<file path="src/pkg/tmrseg_consts.svh">
// Offsets, field positions and reset values of the timer soft event generator
`ifndef TMRSEG_CONSTS_SVH
`define TMRSEG_CONSTS_SVH
// ================================================================
// Register byte offsets
`define TMRSEG_OFF_CTRL    8'h00
`define TMRSEG_OFF_MSK     8'h0C
`define TMRSEG_OFF_STS     8'h10
`define TMRSEG_OFF_TRIG    8'h14
`define TMRSEG_OFF_CNT     8'h24
`define TMRSEG_OFF_PSC     8'h28
`define TMRSEG_OFF_ARR     8'h2C
`define TMRSEG_OFF_CC1     8'h34
// ================================================================
// Event trigger bits, shared by status and mask; overcapture bit 9 is in status and mask only
`define TMRSEG_B_UPD       0
`define TMRSEG_B_CH1       1
`define TMRSEG_B_CTL       5
`define TMRSEG_B_BRK       7
`define TMRSEG_B_OVC       9
`define TMRSEG_TRIG_MASK   16'h00A3
`define TMRSEG_STS_MASK    16'h02A3
// ================================================================
// Control register fields
`define TMRSEG_C_MODE_LO   0
`define TMRSEG_C_MODE_HI   1
`define TMRSEG_C_USS       2
`define TMRSEG_C_UD        3
`define TMRSEG_C_CH1IN     4
`define TMRSEG_C_CH1DMA    5
`define TMRSEG_C_COMPL     6
`define TMRSEG_CTRL_MASK   16'h007F
// ================================================================
// Reset values
`define TMRSEG_RST_ZERO    16'h0000
`define TMRSEG_RST_ARR     16'hFFFF
`define TMRSEG_RD_ZERO     32'h0000_0000
`endif

</file>
<file path="src/pkg/tmrseg_pkg.sv">
// Types of the timer soft event generator
package tmrseg_pkg;
    // Counting modes; 2'b11 is illegal and counts up
    typedef enum logic [1:0] {
        TMRSEG_UP     = 2'b00,
        TMRSEG_DOWN   = 2'b01,
        TMRSEG_CENTER = 2'b10
    } tmrseg_mode_t;
endpackage

</file>
<file path="src/pkg/tmrseg_core_if.sv">
// Signals between the register block, prescaler and main counter
`timescale 1ns/100ps
`default_nettype none
interface tmrseg_core_if #(parameter int W = 16);
    import tmrseg_pkg::*;
    logic         tick;
    logic         reinit;
    logic         ovf;
    tmrseg_mode_t mode;
    logic [W-1:0] arr;
    logic [W-1:0] psc;
    logic [W-1:0] cnt;
    modport ctl (output reinit, mode, arr, psc, input tick, ovf, cnt);
    modport pre (input reinit, psc, output tick);
    modport ctr (input tick, reinit, mode, arr, output ovf, cnt);
endinterface
`default_nettype wire

</file>
<file path="src/logic/tmrseg_prescaler.sv">
// Prescaler: divides the clock by psc+1 into counter ticks
`timescale 1ns/100ps
`default_nettype none
module tmrseg_prescaler
    import tmrseg_pkg::*;
#(
    parameter int W = 16
) (
    // Clock and reset
    input wire logic    pclk,
    input wire logic    presetn,
    // Core link
    tmrseg_core_if.pre  io
);
    logic [W-1:0] pcnt_r;

    if (W < 2) begin : g_bad_w
        $error("tmrseg_prescaler: W must be at least 2");
    end

    // Tick at the end of each division period; none while reinit
    assign io.tick = (pcnt_r == io.psc) && !io.reinit;

    // Update clears the count only; the factor lives upstream
    always_ff @(posedge pclk or negedge presetn) begin
        if (!presetn) begin
            pcnt_r <= '0;
        end else if (io.reinit) begin
            pcnt_r <= '0;
        end else if (pcnt_r == io.psc) begin
            pcnt_r <= '0;
        end else begin
            pcnt_r <= pcnt_r + 1'b1;
        end
    end

    property p_psc_clr;
        @(posedge pclk) disable iff (!presetn)
        io.reinit |=> (pcnt_r == '0) && $stable(io.psc);
    endproperty
    a_psc_clr: assert property (p_psc_clr)
        else $error("prescaler count not cleared by update");
endmodule // tmrseg_prescaler
`default_nettype wire

</file>
<file path="src/logic/tmrseg_counter.sv">
// Main counter: up, down or centre-aligned, reinitialised on update
`timescale 1ns/100ps
`default_nettype none
module tmrseg_counter
    import tmrseg_pkg::*;
#(
    parameter int W = 16
) (
    // Clock and reset
    input wire logic    pclk,
    input wire logic    presetn,
    // Core link
    tmrseg_core_if.ctr  io
);
    logic [W-1:0] cnt_r;
    logic         fall_r;  // Centre mode descending half
    logic         at_top;
    logic         at_bot;

    if (W < 2) begin : g_bad_w
        $error("tmrseg_counter: W must be at least 2");
    end

    assign at_top = (cnt_r == io.arr);
    assign at_bot = (cnt_r == '0);
    assign io.cnt = cnt_r;

    // Wrap detection; reinit masks it so a forced update is not doubled
    always_comb begin
        io.ovf = 1'b0;
        if (io.tick && !io.reinit) begin
            unique case (io.mode)
                TMRSEG_DOWN:   io.ovf = at_bot;
                TMRSEG_CENTER: io.ovf = fall_r ? at_bot : at_top;
                default:       io.ovf = at_top;
            endcase
        end
    end

    // Count; reinit wins over a tick in the same cycle
    always_ff @(posedge pclk or negedge presetn) begin
        if (!presetn) begin
            cnt_r  <= '0;
            fall_r <= 1'b0;
        end else if (io.reinit) begin
            fall_r <= 1'b0;
            if (io.mode == TMRSEG_DOWN) begin
                cnt_r <= io.arr;
            end else begin
                cnt_r <= '0;
            end
        end else if (io.tick) begin
            unique case (io.mode)
                TMRSEG_DOWN: begin
                    cnt_r <= at_bot ? io.arr : cnt_r - 1'b1;
                end
                TMRSEG_CENTER: begin
                    if (!fall_r && at_top) begin
                        fall_r <= 1'b1;
                        cnt_r  <= cnt_r - 1'b1;
                    end else if (fall_r && at_bot) begin
                        fall_r <= 1'b0;
                        cnt_r  <= cnt_r + 1'b1;
                    end else begin
                        cnt_r  <= fall_r ? cnt_r - 1'b1 : cnt_r + 1'b1;
                    end
                end
                default: begin
                    cnt_r <= at_top ? '0 : cnt_r + 1'b1;
                end
            endcase
        end
    end

    property p_reinit_dn;
        @(posedge pclk) disable iff (!presetn)
        io.reinit && io.mode == TMRSEG_DOWN |=> cnt_r == $past(io.arr);
    endproperty
    a_reinit_dn: assert property (p_reinit_dn)
        else $error("down count not loaded with reload value");

    property p_reinit_up;
        @(posedge pclk) disable iff (!presetn)
        io.reinit && io.mode != TMRSEG_DOWN |=> cnt_r == '0 && !fall_r;
    endproperty
    a_reinit_up: assert property (p_reinit_up)
        else $error("up or centre count not cleared by update");
endmodule // tmrseg_counter
`default_nettype wire

</file>
<file path="src/logic/tmrseg_top.sv">
// Timer soft event generator: APB registers, forced events and flags
//
// Functional notes
// - Writing one to bit 0 reinitialises the counter and emits update.
// - The force-update bit is set by software, cleared by hardware after use.
// - Any update clears the prescaler count and keeps its factor.
// - Counting down, an update loads the counter with the reload value.
// - Counting up or centre-aligned, a forced update clears the counter.
// - Writing one to bit 1 forces a channel 1 event; bit self-clears.
// - Output channel: forced event sets flag, interrupt and DMA when enabled.
// - Input channel: forced event captures the counter and sets the flag.
// - Forced capture with channel flag already set also sets overcapture.
// - Writing one to bit 5 forces a control update; bit self-clears.
// - Control update acts only when the channel has complementary outputs.
// - Writing one to bit 7 forces a break event; bit self-clears.
// - Forced update sets update flag only if source select and disable are zero.
//
// Design decision made here: the APB interface to the registers.
`timescale 1ns/100ps
`default_nettype none
`include "tmrseg_consts.svh"
module tmrseg_top
    import tmrseg_pkg::*;
#(
    parameter int W = 16
) (
    // Clock and reset
    input  wire logic        pclk,
    input  wire logic        presetn,
    // APB slave
    input  wire logic        psel,
    input  wire logic        penable,
    input  wire logic        pwrite,
    input  wire logic [7:0]  paddr,
    input  wire logic [31:0] pwdata,
    output var  logic [31:0] prdata,
    output var  logic        pready,
    output var  logic        pslverr,
    // Timer core events
    output var  logic        irq,
    output var  logic        ch1_dma_req,
    output var  logic        update_evt,
    output var  logic        ctrl_update_evt,
    output var  logic        break_evt
);
    // ================================================================
    // Declarations
    logic [15:0]  ctrl_r;
    logic [15:0]  msk_r;
    logic [15:0]  sts_r;
    logic [15:0]  sts_nxt;
    logic [15:0]  trig_r;
    logic [W-1:0] psc_r;
    logic [W-1:0] arr_r;
    logic [W-1:0] cc1_r;
    logic [31:0]  prdata_r;
    logic [31:0]  rd_nxt;
    logic         pready_r;
    logic         pslverr_r;
    logic         err_nxt;
    logic         irq_r;
    logic         dma_r;
    logic         upd_evt_r;
    logic         cupd_evt_r;
    logic         brk_evt_r;
    logic         wr_en;
    logic         setup;
    logic         f_upd;
    logic         f_ch1;
    logic         f_ctl;
    logic         f_brk;
    logic         ch1_in;
    logic         upd_ok;
    logic         nat_upd;
    logic         cupd_ok;

    tmrseg_core_if #(.W(W)) core ();

    if (W < 2 || W > 16) begin : g_bad_w
        $error("tmrseg_top: W must lie in 2..16");
    end

    // ================================================================
    // Submodules
    tmrseg_prescaler #(.W(W)) u_pre (
        .pclk    (pclk),
        .presetn (presetn),
        .io      (core.pre)
    );

    tmrseg_counter #(.W(W)) u_cnt (
        .pclk    (pclk),
        .presetn (presetn),
        .io      (core.ctr)
    );

    // ================================================================
    // Control decode
    assign f_upd   = trig_r[`TMRSEG_B_UPD];
    assign f_ch1   = trig_r[`TMRSEG_B_CH1];
    assign f_ctl   = trig_r[`TMRSEG_B_CTL];
    assign f_brk   = trig_r[`TMRSEG_B_BRK];
    assign ch1_in  = ctrl_r[`TMRSEG_C_CH1IN];
    // Update flag for forced updates only with no source filter or disable
    assign upd_ok  = !ctrl_r[`TMRSEG_C_USS] && !ctrl_r[`TMRSEG_C_UD];
    assign nat_upd = core.ovf && !ctrl_r[`TMRSEG_C_UD];
    // Control update has no target on a channel without complementary pair
    assign cupd_ok = ctrl_r[`TMRSEG_C_COMPL];

    // Forced update reinitialises counter and prescaler at once
    assign core.reinit = f_upd;
    assign core.mode   = tmrseg_mode_t'(ctrl_r[`TMRSEG_C_MODE_HI:`TMRSEG_C_MODE_LO]);
    assign core.arr    = arr_r;
    assign core.psc    = psc_r;

    // ================================================================
    // APB handshake
    // Setup cycle samples the request; pready is high in the first access
    // cycle, so each transfer takes two cycles with no added waits.
    assign setup = psel && !penable;
    assign wr_en = psel && penable && pready_r && pwrite;

    always_ff @(posedge pclk or negedge presetn) begin
        if (!presetn) begin
            pready_r <= 1'b0;
        end else begin
            pready_r <= setup;
        end
    end

    // Read mux and address check
    always_comb begin
        rd_nxt  = `TMRSEG_RD_ZERO;
        err_nxt = 1'b0;
        unique case (paddr)
            `TMRSEG_OFF_CTRL: rd_nxt[15:0] = ctrl_r;
            `TMRSEG_OFF_MSK:  rd_nxt[15:0] = msk_r;
            `TMRSEG_OFF_STS:  rd_nxt[15:0] = sts_r;
            `TMRSEG_OFF_TRIG: rd_nxt       = `TMRSEG_RD_ZERO;
            `TMRSEG_OFF_CNT:  rd_nxt[W-1:0] = core.cnt;
            `TMRSEG_OFF_PSC:  rd_nxt[W-1:0] = psc_r;
            `TMRSEG_OFF_ARR:  rd_nxt[W-1:0] = arr_r;
            `TMRSEG_OFF_CC1:  rd_nxt[W-1:0] = cc1_r;
            default:          err_nxt       = 1'b1;
        endcase
    end

    // Read data and error are latched in the setup cycle
    always_ff @(posedge pclk or negedge presetn) begin
        if (!presetn) begin
            prdata_r  <= `TMRSEG_RD_ZERO;
            pslverr_r <= 1'b0;
        end else if (setup) begin
            prdata_r  <= pwrite ? `TMRSEG_RD_ZERO : rd_nxt;
            pslverr_r <= err_nxt;
        end else if (pready_r) begin
            pslverr_r <= 1'b0;
        end
    end

    // ================================================================
    // Configuration registers
    always_ff @(posedge pclk or negedge presetn) begin
        if (!presetn) begin
            ctrl_r <= `TMRSEG_RST_ZERO;
            msk_r  <= `TMRSEG_RST_ZERO;
            psc_r  <= W'(`TMRSEG_RST_ZERO);
            arr_r  <= W'(`TMRSEG_RST_ARR);
        end else if (wr_en) begin
            unique case (paddr)
                `TMRSEG_OFF_CTRL: ctrl_r <= pwdata[15:0] & `TMRSEG_CTRL_MASK;
                `TMRSEG_OFF_MSK:  msk_r  <= pwdata[15:0] & `TMRSEG_STS_MASK;
                `TMRSEG_OFF_PSC:  psc_r  <= pwdata[W-1:0];
                `TMRSEG_OFF_ARR:  arr_r  <= pwdata[W-1:0];
                default: ;
            endcase
        end
    end

    // ================================================================
    // Event trigger register
    // A write sets only the defined bits; each bit lives one cycle and is
    // cleared by hardware in the cycle its action is carried out. Writes
    // cannot land on two adjacent edges, so no request is dropped.
    always_ff @(posedge pclk or negedge presetn) begin
        if (!presetn) begin
            trig_r <= `TMRSEG_RST_ZERO;
        end else if (wr_en && paddr == `TMRSEG_OFF_TRIG) begin
            trig_r <= pwdata[15:0] & `TMRSEG_TRIG_MASK;
        end else begin
            trig_r <= `TMRSEG_RST_ZERO;
        end
    end

    // ================================================================
    // Channel 1 capture register
    // Software may load the compare value only in output mode; in input
    // mode a forced event copies the running count.
    always_ff @(posedge pclk or negedge presetn) begin
        if (!presetn) begin
            cc1_r <= W'(`TMRSEG_RST_ZERO);
        end else if (f_ch1 && ch1_in) begin
            cc1_r <= core.cnt;
        end else if (wr_en && paddr == `TMRSEG_OFF_CC1 && !ch1_in) begin
            cc1_r <= pwdata[W-1:0];
        end
    end

    // ================================================================
    // Status flags: write one clears, a new event in the same cycle wins
    always_comb begin
        sts_nxt = sts_r;
        if (wr_en && paddr == `TMRSEG_OFF_STS) begin
            sts_nxt = sts_r & ~(pwdata[15:0] & `TMRSEG_STS_MASK);
        end
        if ((f_upd && upd_ok) || nat_upd) begin
            sts_nxt[`TMRSEG_B_UPD] = 1'b1;
        end
        if (f_ch1) begin
            sts_nxt[`TMRSEG_B_CH1] = 1'b1;
            if (ch1_in && sts_r[`TMRSEG_B_CH1]) begin
                sts_nxt[`TMRSEG_B_OVC] = 1'b1;
            end
        end
        if (f_ctl && cupd_ok) begin
            sts_nxt[`TMRSEG_B_CTL] = 1'b1;
        end
        if (f_brk) begin
            sts_nxt[`TMRSEG_B_BRK] = 1'b1;
        end
    end

    always_ff @(posedge pclk or negedge presetn) begin
        if (!presetn) begin
            sts_r <= `TMRSEG_RST_ZERO;
        end else begin
            sts_r <= sts_nxt;
        end
    end

    // ================================================================
    // Interrupt: level while any unmasked flag is set
    always_ff @(posedge pclk or negedge presetn) begin
        if (!presetn) begin
            irq_r <= 1'b0;
        end else begin
            irq_r <= |(sts_nxt & msk_r);
        end
    end

    // ================================================================
    // Event pulses to the timer core, one cycle each
    always_ff @(posedge pclk or negedge presetn) begin
        if (!presetn) begin
            upd_evt_r  <= 1'b0;
            dma_r      <= 1'b0;
            cupd_evt_r <= 1'b0;
            brk_evt_r  <= 1'b0;
        end else begin
            upd_evt_r  <= f_upd || nat_upd;
            dma_r      <= f_ch1 && ctrl_r[`TMRSEG_C_CH1DMA];
            cupd_evt_r <= f_ctl && cupd_ok;
            brk_evt_r  <= f_brk;
        end
    end

    // ================================================================
    // Outputs
    assign prdata          = prdata_r;
    assign pready          = pready_r;
    assign pslverr         = pslverr_r;
    assign irq             = irq_r;
    assign ch1_dma_req     = dma_r;
    assign update_evt      = upd_evt_r;
    assign ctrl_update_evt = cupd_evt_r;
    assign break_evt       = brk_evt_r;

    // ================================================================
    // Assertions
    property p_upd_evt;
        @(posedge pclk) disable iff (!presetn)
        f_upd |=> update_evt && !f_upd;
    endproperty
    a_upd_evt: assert property (p_upd_evt)
        else $error("forced update gave no update pulse");

    property p_self_clr;
        @(posedge pclk) disable iff (!presetn)
        wr_en && paddr == `TMRSEG_OFF_TRIG && pwdata[`TMRSEG_B_UPD]
        |=> f_upd ##1 !f_upd;
    endproperty
    a_self_clr: assert property (p_self_clr)
        else $error("force update bit not set then cleared");

    property p_uflag;
        @(posedge pclk) disable iff (!presetn)
        f_upd && upd_ok |=> sts_r[`TMRSEG_B_UPD];
    endproperty
    a_uflag: assert property (p_uflag)
        else $error("forced update did not set update flag");

    property p_ch1flag;
        @(posedge pclk) disable iff (!presetn)
        f_ch1 |=> sts_r[`TMRSEG_B_CH1] && !f_ch1;
    endproperty
    a_ch1flag: assert property (p_ch1flag)
        else $error("forced channel event did not set flag");

    property p_dma;
        @(posedge pclk) disable iff (!presetn)
        f_ch1 && ctrl_r[`TMRSEG_C_CH1DMA] |=> ch1_dma_req ##1 !ch1_dma_req;
    endproperty
    a_dma: assert property (p_dma)
        else $error("channel DMA request missing or too long");

    property p_irq;
        @(posedge pclk) disable iff (!presetn)
        f_ch1 && msk_r[`TMRSEG_B_CH1] |=> irq;
    endproperty
    a_irq: assert property (p_irq)
        else $error("enabled channel event raised no interrupt");

    property p_cap;
        @(posedge pclk) disable iff (!presetn)
        f_ch1 && ch1_in |=> cc1_r == $past(core.cnt);
    endproperty
    a_cap: assert property (p_cap)
        else $error("forced capture did not store the count");

    property p_ovc;
        @(posedge pclk) disable iff (!presetn)
        f_ch1 && ch1_in && sts_r[`TMRSEG_B_CH1] |=> sts_r[`TMRSEG_B_OVC];
    endproperty
    a_ovc: assert property (p_ovc)
        else $error("repeat capture did not set overcapture");

    property p_ctl;
        @(posedge pclk) disable iff (!presetn)
        f_ctl |=> ctrl_update_evt == $past(cupd_ok);
    endproperty
    a_ctl: assert property (p_ctl)
        else $error("control update pulse wrong for channel type");

    property p_brk;
        @(posedge pclk) disable iff (!presetn)
        f_brk |=> break_evt && sts_r[`TMRSEG_B_BRK];
    endproperty
    a_brk: assert property (p_brk)
        else $error("forced break gave no break event");

    property p_rd0;
        @(posedge pclk) disable iff (!presetn)
        setup && !pwrite && paddr == `TMRSEG_OFF_TRIG
        |=> pready && prdata == `TMRSEG_RD_ZERO;
    endproperty
    a_rd0: assert property (p_rd0)
        else $error("trigger register read not zero");
endmodule // tmrseg_top
`default_nettype wire

</file>
<file path="config.mk">
export PLATFORM = sky130hd
export DESIGN_NAME = tmrseg_top
export DESIGN_NICKNAME = d
export VERILOG_FILES = /design/src/pkg/tmrseg_pkg.sv /design/src/pkg/tmrseg_core_if.sv /design/src/logic/tmrseg_prescaler.sv /design/src/logic/tmrseg_counter.sv /design/src/logic/tmrseg_top.sv
export VERILOG_INCLUDE_DIRS = /design/src /design/src/pkg
export SDC_FILE = /design/constraint.sdc
export NUM_CORES = 1
export LEC_CHECK = 0
export ABC_CLOCK_PERIOD_IN_PS = 7600
export BUFFER_PORTS_ARGS = -buffer_cell sky130_fd_sc_hd__buf_4
export CORE_MARGIN = 2
export CORE_UTILIZATION = 64
export DETAILED_ROUTE_END_ITERATION = 8
export PLACE_DENSITY = 0.86
export RECOVER_POWER = 25
export SLEW_MARGIN = 40
export SYNTH_ARGS = -nofsm -noshare
export SYNTH_HDL_FRONTEND = slang
export SYNTH_SLANG_ARGS = --single-unit
</file>
<file path="constraint.sdc">
create_clock -name pclk -period 7.6 [get_ports pclk]
set_input_delay 1.52 -clock pclk [delete_from_list [all_inputs] [get_ports pclk]]
set_output_delay 1.52 -clock pclk [all_outputs]
set_load 0.01 [all_outputs]
</file>
Word-level counts from Yosys, hierarchy flattened
Cells that the tools add are included.

storage, ports and cells
  bits in registers = 156
  logic and storage cells = 110
  input port bits = 45

cells by class
  bitwise operators = 3
  reductions and logical operators = 41
  multiplexer cells = 34
  eq/ne operators = 11
  add/sub/neg operators = 3

operator list
  cell                                                                   number
  16-bit 2-to-1 mux                                                      14
  16-bit one-hot mux with 7 select lines                                 1
  16-bit by 1-bit adder with 16-bit output, second input constant        2
  16-bit equality test                                                   2
  8-bit by 6-bit equality test with 1-bit output, second input constant  4
  16-bit one-hot mux with 2 select lines                                 1
  1-bit logical AND                                                      19
  16-bit by 10-bit bitwise AND with 16-bit output                        1
  16-bit bitwise AND                                                     1
  8-bit by 5-bit equality test with 1-bit output, second input constant  2
  16-bit logical NOT                                                     1
  1-bit 2-to-1 mux                                                       16
  10-bit inverter with 16-bit output                                     1
  16-bit OR reduction                                                    1
  16-bit by 1-bit subtractor with 16-bit output, second input constant   1
  8-bit by 4-bit equality test with 1-bit output, second input constant  1
  8-bit logical NOT                                                      1
  8-bit 2-to-1 mux                                                       1
  2-bit AND reduction                                                    4
  2-bit nonzero test                                                     4
  8-bit OR reduction                                                     1
  1-bit logical NOT                                                      6
  3-bit AND reduction                                                    1
  3-bit nonzero test                                                     1
  other kinds (4)                                                        5

Depth between registers and ports, before layout
  depth in word-level cells = 9
  depth in mapped cells = 10
  gate-level depth less buffers = 9

Modules after synthesis
Synthesis repeated with hierarchy kept, for this count alone.

second synthesis, totals
  cell total of the unflattened synthesis = 818
  area, all modules = 7677.4 um^2

modules (own cells, without submodules)
  module            area an instance (um^2)  instances  cells an instance  sequential area each (um^2)
  tmrseg_top        4554.4                   1          409                2322.2
  tmrseg_counter    2178.3                   1          308                425.4
  tmrseg_prescaler  944.7                    1          101                400.4

Least setup slack after synthesis
No wires, ideal clock.

  kind = in2reg
  start point = input port paddr[3]
  end point = register irq_r, in the netlist irq
  path buffers = 0
  cell stages on the path = 7
  arrival = 3.251 ns
  library setup time = 0.118 ns
  path slack = 4.231 ns
  cell sequence = or4b_4 nor3b_4 and2_4 a31oi_1 a22o_1 a221o_1 a21o_1

on the way
  elaborated cells on any way between the ends = 11
  classes of those cells = eq/ne: 1; mux: 7; bitwise: 1; reduce/logical: 2

RTL lines
  item                                             RTL line           source
  start: declaration                               tmrseg_top.sv:34   input wire logic [7:0] paddr,
  8-bit by 5-bit equality test with 1-bit output   -
  1-bit logical AND (no source line)               -
  16-bit 2-to-1 mux                                tmrseg_top.sv:213  if (wr_en && paddr == `TMRSEG_OFF_STS) begin
  1-bit 2-to-1 mux                                 tmrseg_top.sv:225  if (f_ctl && cupd_ok) begin
  via sts_nxt[5]                                   tmrseg_top.sv:51   logic [15:0] sts_nxt;
  16-bit by 10-bit bitwise AND with 16-bit output  tmrseg_top.sv:247  irq_r <= |(sts_nxt & msk_r);
  16-bit OR reduction                              tmrseg_top.sv:247
  end signal: assignment                           tmrseg_top.sv:247
  end: declaration                                 tmrseg_top.sv:61   logic irq_r;

The timed path passes the listed nets, and every way through them passes these cells.
A chain may end at the register's enable or synchronous reset.

Worst setup path in the final report
  start point = register u_pre.pcnt_r[6]
  end point = register u_cnt.cnt_r[14], in the netlist u_cnt.io.cnt[14]

on the way
  word-level cells in the longest chain between the ends = 3

RTL lines
  item                                 RTL line                source
  start: declaration                   tmrseg_prescaler.sv:15  logic [W-1:0] pcnt_r;
  start signal: assignment             tmrseg_prescaler.sv:33  pcnt_r <= pcnt_r + 1'b1;
  16-bit equality test                 tmrseg_prescaler.sv:22  assign io.tick = (pcnt_r == io.psc) && !io.reinit;
  1-bit logical AND                    tmrseg_prescaler.sv:22
  2-bit nonzero test (no source line)  -
  end signal: assignment               tmrseg_counter.sv:48    cnt_r <= io.arr;
  end signal: assignment               tmrseg_counter.sv:55    cnt_r <= at_bot ? io.arr : cnt_r - 1'b1;
  end signal: assignment               tmrseg_counter.sv:60    cnt_r <= cnt_r - 1'b1;
  end: declaration                     tmrseg_counter.sv:15    logic [W-1:0] cnt_r;

No other way between the ends.

==> results.md <==
- The chip width is roughly 110 µm.
- The final global-route overflow total is 0.
- The die footprint is 0.0123 mm².
- The root buffer selected by CTS is clkbuf_16.
- The die is 111 µm tall.
- Subtracting the final worst setup slack from the clock period gives 3850 ps.
- The clock latency on the worst-skew pair is 430 ps.
- Synthesis inferred 125 register bits.
- The class of the most critical hold timing path is flip-flop to flip-flop.
- The congestion estimate from routability-driven global placement came to 0.949.
- The tool flagged a number of max-cap violations equal to 1.
- The DRC violations left is 0.
- Measured against its own limit, the worst slew margin works out to -90.2%.
- The number of buffers inserted during clock tree synthesis is 17.
- The endpoint kind of the worst setup timing path is a flip-flop.
- The transition time of the tightest slew-check pin is between 2000 and 3000 ps.
- The required arrival time at the worst endpoint is 7900 ps.
- The largest fanout on the critical path is 28.
- The count of synthesis-stage warnings from yosys is 0.
- The overall power is 2.20 mW.
- The initial utilization of the core area, before any placement, comes to approximately two thirds.
- Of all flip-flops after synthesis, the portion carrying an async set or reset was 100%.
- The clock net in this run drives a total of 125 sinks.
- The initial antenna violation count was 0.
- The maximum clock frequency is 0.260 GHz.
- The count of nets left with antenna violations once routing finished came out at 0.
- In the synthesized netlist, the number of instances is 755.
- The max-slew violation count is 53.
- The first global-routing pass estimated 33.6 mm of wire.
- Ranked by instance count, the synthesized netlist is headed by 109 x dfrtp_1, 86 x nor2_1, 71 x nand2_1.
- The H-tree was split into 4 levels.
- The maximum buffer depth of the clock tree is 2.
- The most instantiated library cell after synthesis is dfrtp_1.
- The area growth from synthesis to layout is 13.3%.
- STA classifies the critical path startpoint as a flip-flop.
- The count of instances resized after the clock tree is built is 0.
- In this run, synthesis inferred 0 flip-flops with an integrated enable.
- After detailed routing, the average wire length per cell comes to 22.4 µm.
- The violation count after the first detailed-routing iteration is 989.
- Setup repair after global routing left no endpoint under its margin.
- The clock transition time at the flip-flop clock pins of the worst setup and hold paths is 60 ps.
- After detailed routing, the number of vias per cell comes to 6.89.
- The cell area after technology mapping is approximately 0.0073 mm².
- The final reports fail on capacitance limit, slew limit.
- The final critical-path share of the clock period is approximately half.
- The static leakage is 3.74 nW.
- The number of antenna diodes is 0.
- The count of vias placed by the detailed router is ~6,500.
- The placeable core region is 0.0113 mm².
- The run finished, with violations left.
- The worst-case IR drop observed on VDD is 210 µV.
- The power density over the cells is 265 mW/mm².
- The final routed wirelength across all metal layers is approximately 21 mm.
- The count of pins on the block boundary is 84.
- For the final database, setup skew stands at 10.3 ps.
- Entering global routing, the biggest net connects 75 pins.
- The type of the setup path with the least slack is flip-flop to flip-flop.
- TritonCTS built the clock tree.
- The number of setup buffers added after CTS is 0.
- For the worst setup path, the data arrival time is around 4200 ps.
- The number of search-and-repair iterations in the first detailed-routing pass is 7.
- The fraction of final layout cells with drive strength greater than 1 is 20.8%.
- By area the synthesized netlist is led by dfrtp_1 37%, mux2_2 6.9%, xnor2_1 6.1%.
- Setup violations remaining at the end of the flow were counted as 0.
- After clock tree synthesis, the flow added hold-fix buffers numbering 0.
- Global routing consumed, over all layers together, 34.8% of the routing resources.
- The tightest hold margin is 392 ps.
- The number of hold-slack violations in the final timing report came to 0.
- The number of placement rows is 39.
- Detailed placement ended at an HPWL of approximately 14 mm.
- The top cell type's share of synthesized area is 37.3%.
- Setup slack closes at between 3000 and 4000 ps.
- Input and output buffers added on the ports amount to 51.
- Sequential elements use 43.0% of the synthesized area.
- The cell taking the most area after synthesis is dfrtp_1.
- In the synthesized netlist the dominant register cell turns out to be dfrtp_1.
- The number of nets in the layout is 833.
- The via count of the first global-routing pass is 6,264.
- The total negative setup slack is 0 ps.
- The average instance area after synthesis is 9.69 µm².
- The worst setup timing slack at the placement stage is 3880 ps.
- The count of cell types in the netlist is 66.
cell families (layout without fill, tap and decap cells):
logic type / after synthesis / count (layout) / share of synthesized area (%)
adders and majority gates: 6 / 6 / 1.03
and+or+nand+nor: 257 / 257 / 16.9
DFF: 125 / 125 / 43.0
xor gates and xnor gates: 71 / 71 / 8.60
buffers and inverters: 78 / 103 / 5.49
other: 1 / 16 / 0.0513
AOI/OAI and AO/OA: 154 / 154 / 15.5
muxes: 63 / 63 / 9.46
cell usage in the layout (no fill, tap or decap), drive strengths merged, types with 8 or more instances in the layout:
cell,count
dfrtp,109
nor2,86
o21ai,16
dfstp,16
buf,54
a21oi,32
inv,16
and3,9
nand4,17
nor4,8
mux2i,17
a22o,19
xor2,19
clkbuf,22
a22oi,35
nor3,11
and2,9
mux2,46
nand3,24
nand2,71
conb,16
xnor2,52
sequential cells by signal (all words and copies together) (netlist names), 4 cells and up:
name	cells
trig_r	4
sts_r	5
u_cnt.io.cnt	16
arr_r	16
ctrl_r	7
u_pre.pcnt_r	16
prdata	16
cc1_r	16
core.psc	16
msk_r	5
layout make-up:
type,count,area [µm²]
clock inverters,13,189
inverters,14,52.6
well taps,143,179
clock buffers,19,433
multi-input cells,567,3870
repair buffers,57,424
flip-flops and latches,125,3150
fillers,715,2980
through the flow:
stage | std cells | util, % | area [µm²]
after global routing | 938 | 73.6 | 8290
after CTS | 938 | 73.6 | 8300
after floorplan | 770 | - | 7370
after detailed placement | 906 | 68.1 | 7680
final | 938 | 73.6 | 8290
after global placement | 906 | 67.9 | 7650
layer usage:
metal,up-vias,routed length [µm],GRT usage (%)
met5,-,0,0
met4,0,1060,17.3
met3,99,2370,8.64
met2,469,9440,52.2
met1,3168,8140,47.5
li1,2731,-,-
worst max-delay path: stages, from the launching register on:
cell and delay (ps):
dfrtp_1 430, xnor2_1 240, nand4_1 190, nor4_4 290
clkbuf_1 1060, or2_0 1120, nand2_1 100, a22o_1 300
report_power, final:
group | total (mW) | internal, mW | leakage, nW | switching (mW)
sequential | 0.837 | 0.707 | 1.62 | 0.130
combinational | 0.496 | 0.209 | 1.82 | 0.287
clock | 0.868 | 0.550 | 0.298 | 0.317
total | 2.20 | 1.47 | 3.74 | 0.734
final timing paths:
path | start | end | slack [ps] | cells after the start
min in group asynchronous | presetn | u_cnt.io.cnt[3] | 2010 | 1
min reg2reg | trig_r[7] | break_evt | 390 | 0
max in group asynchronous | presetn | u_pre.pcnt_r[8] | 3810 | 2
max reg2reg | u_pre.pcnt_r[6] | u_cnt.io.cnt[14] | 3750 | 7
min | trig_r[7] | break_evt | 390 | 0
max | u_pre.pcnt_r[6] | u_cnt.io.cnt[14] | 3750 | 7
No activity file was read; power rests on OpenSTA's default activity.
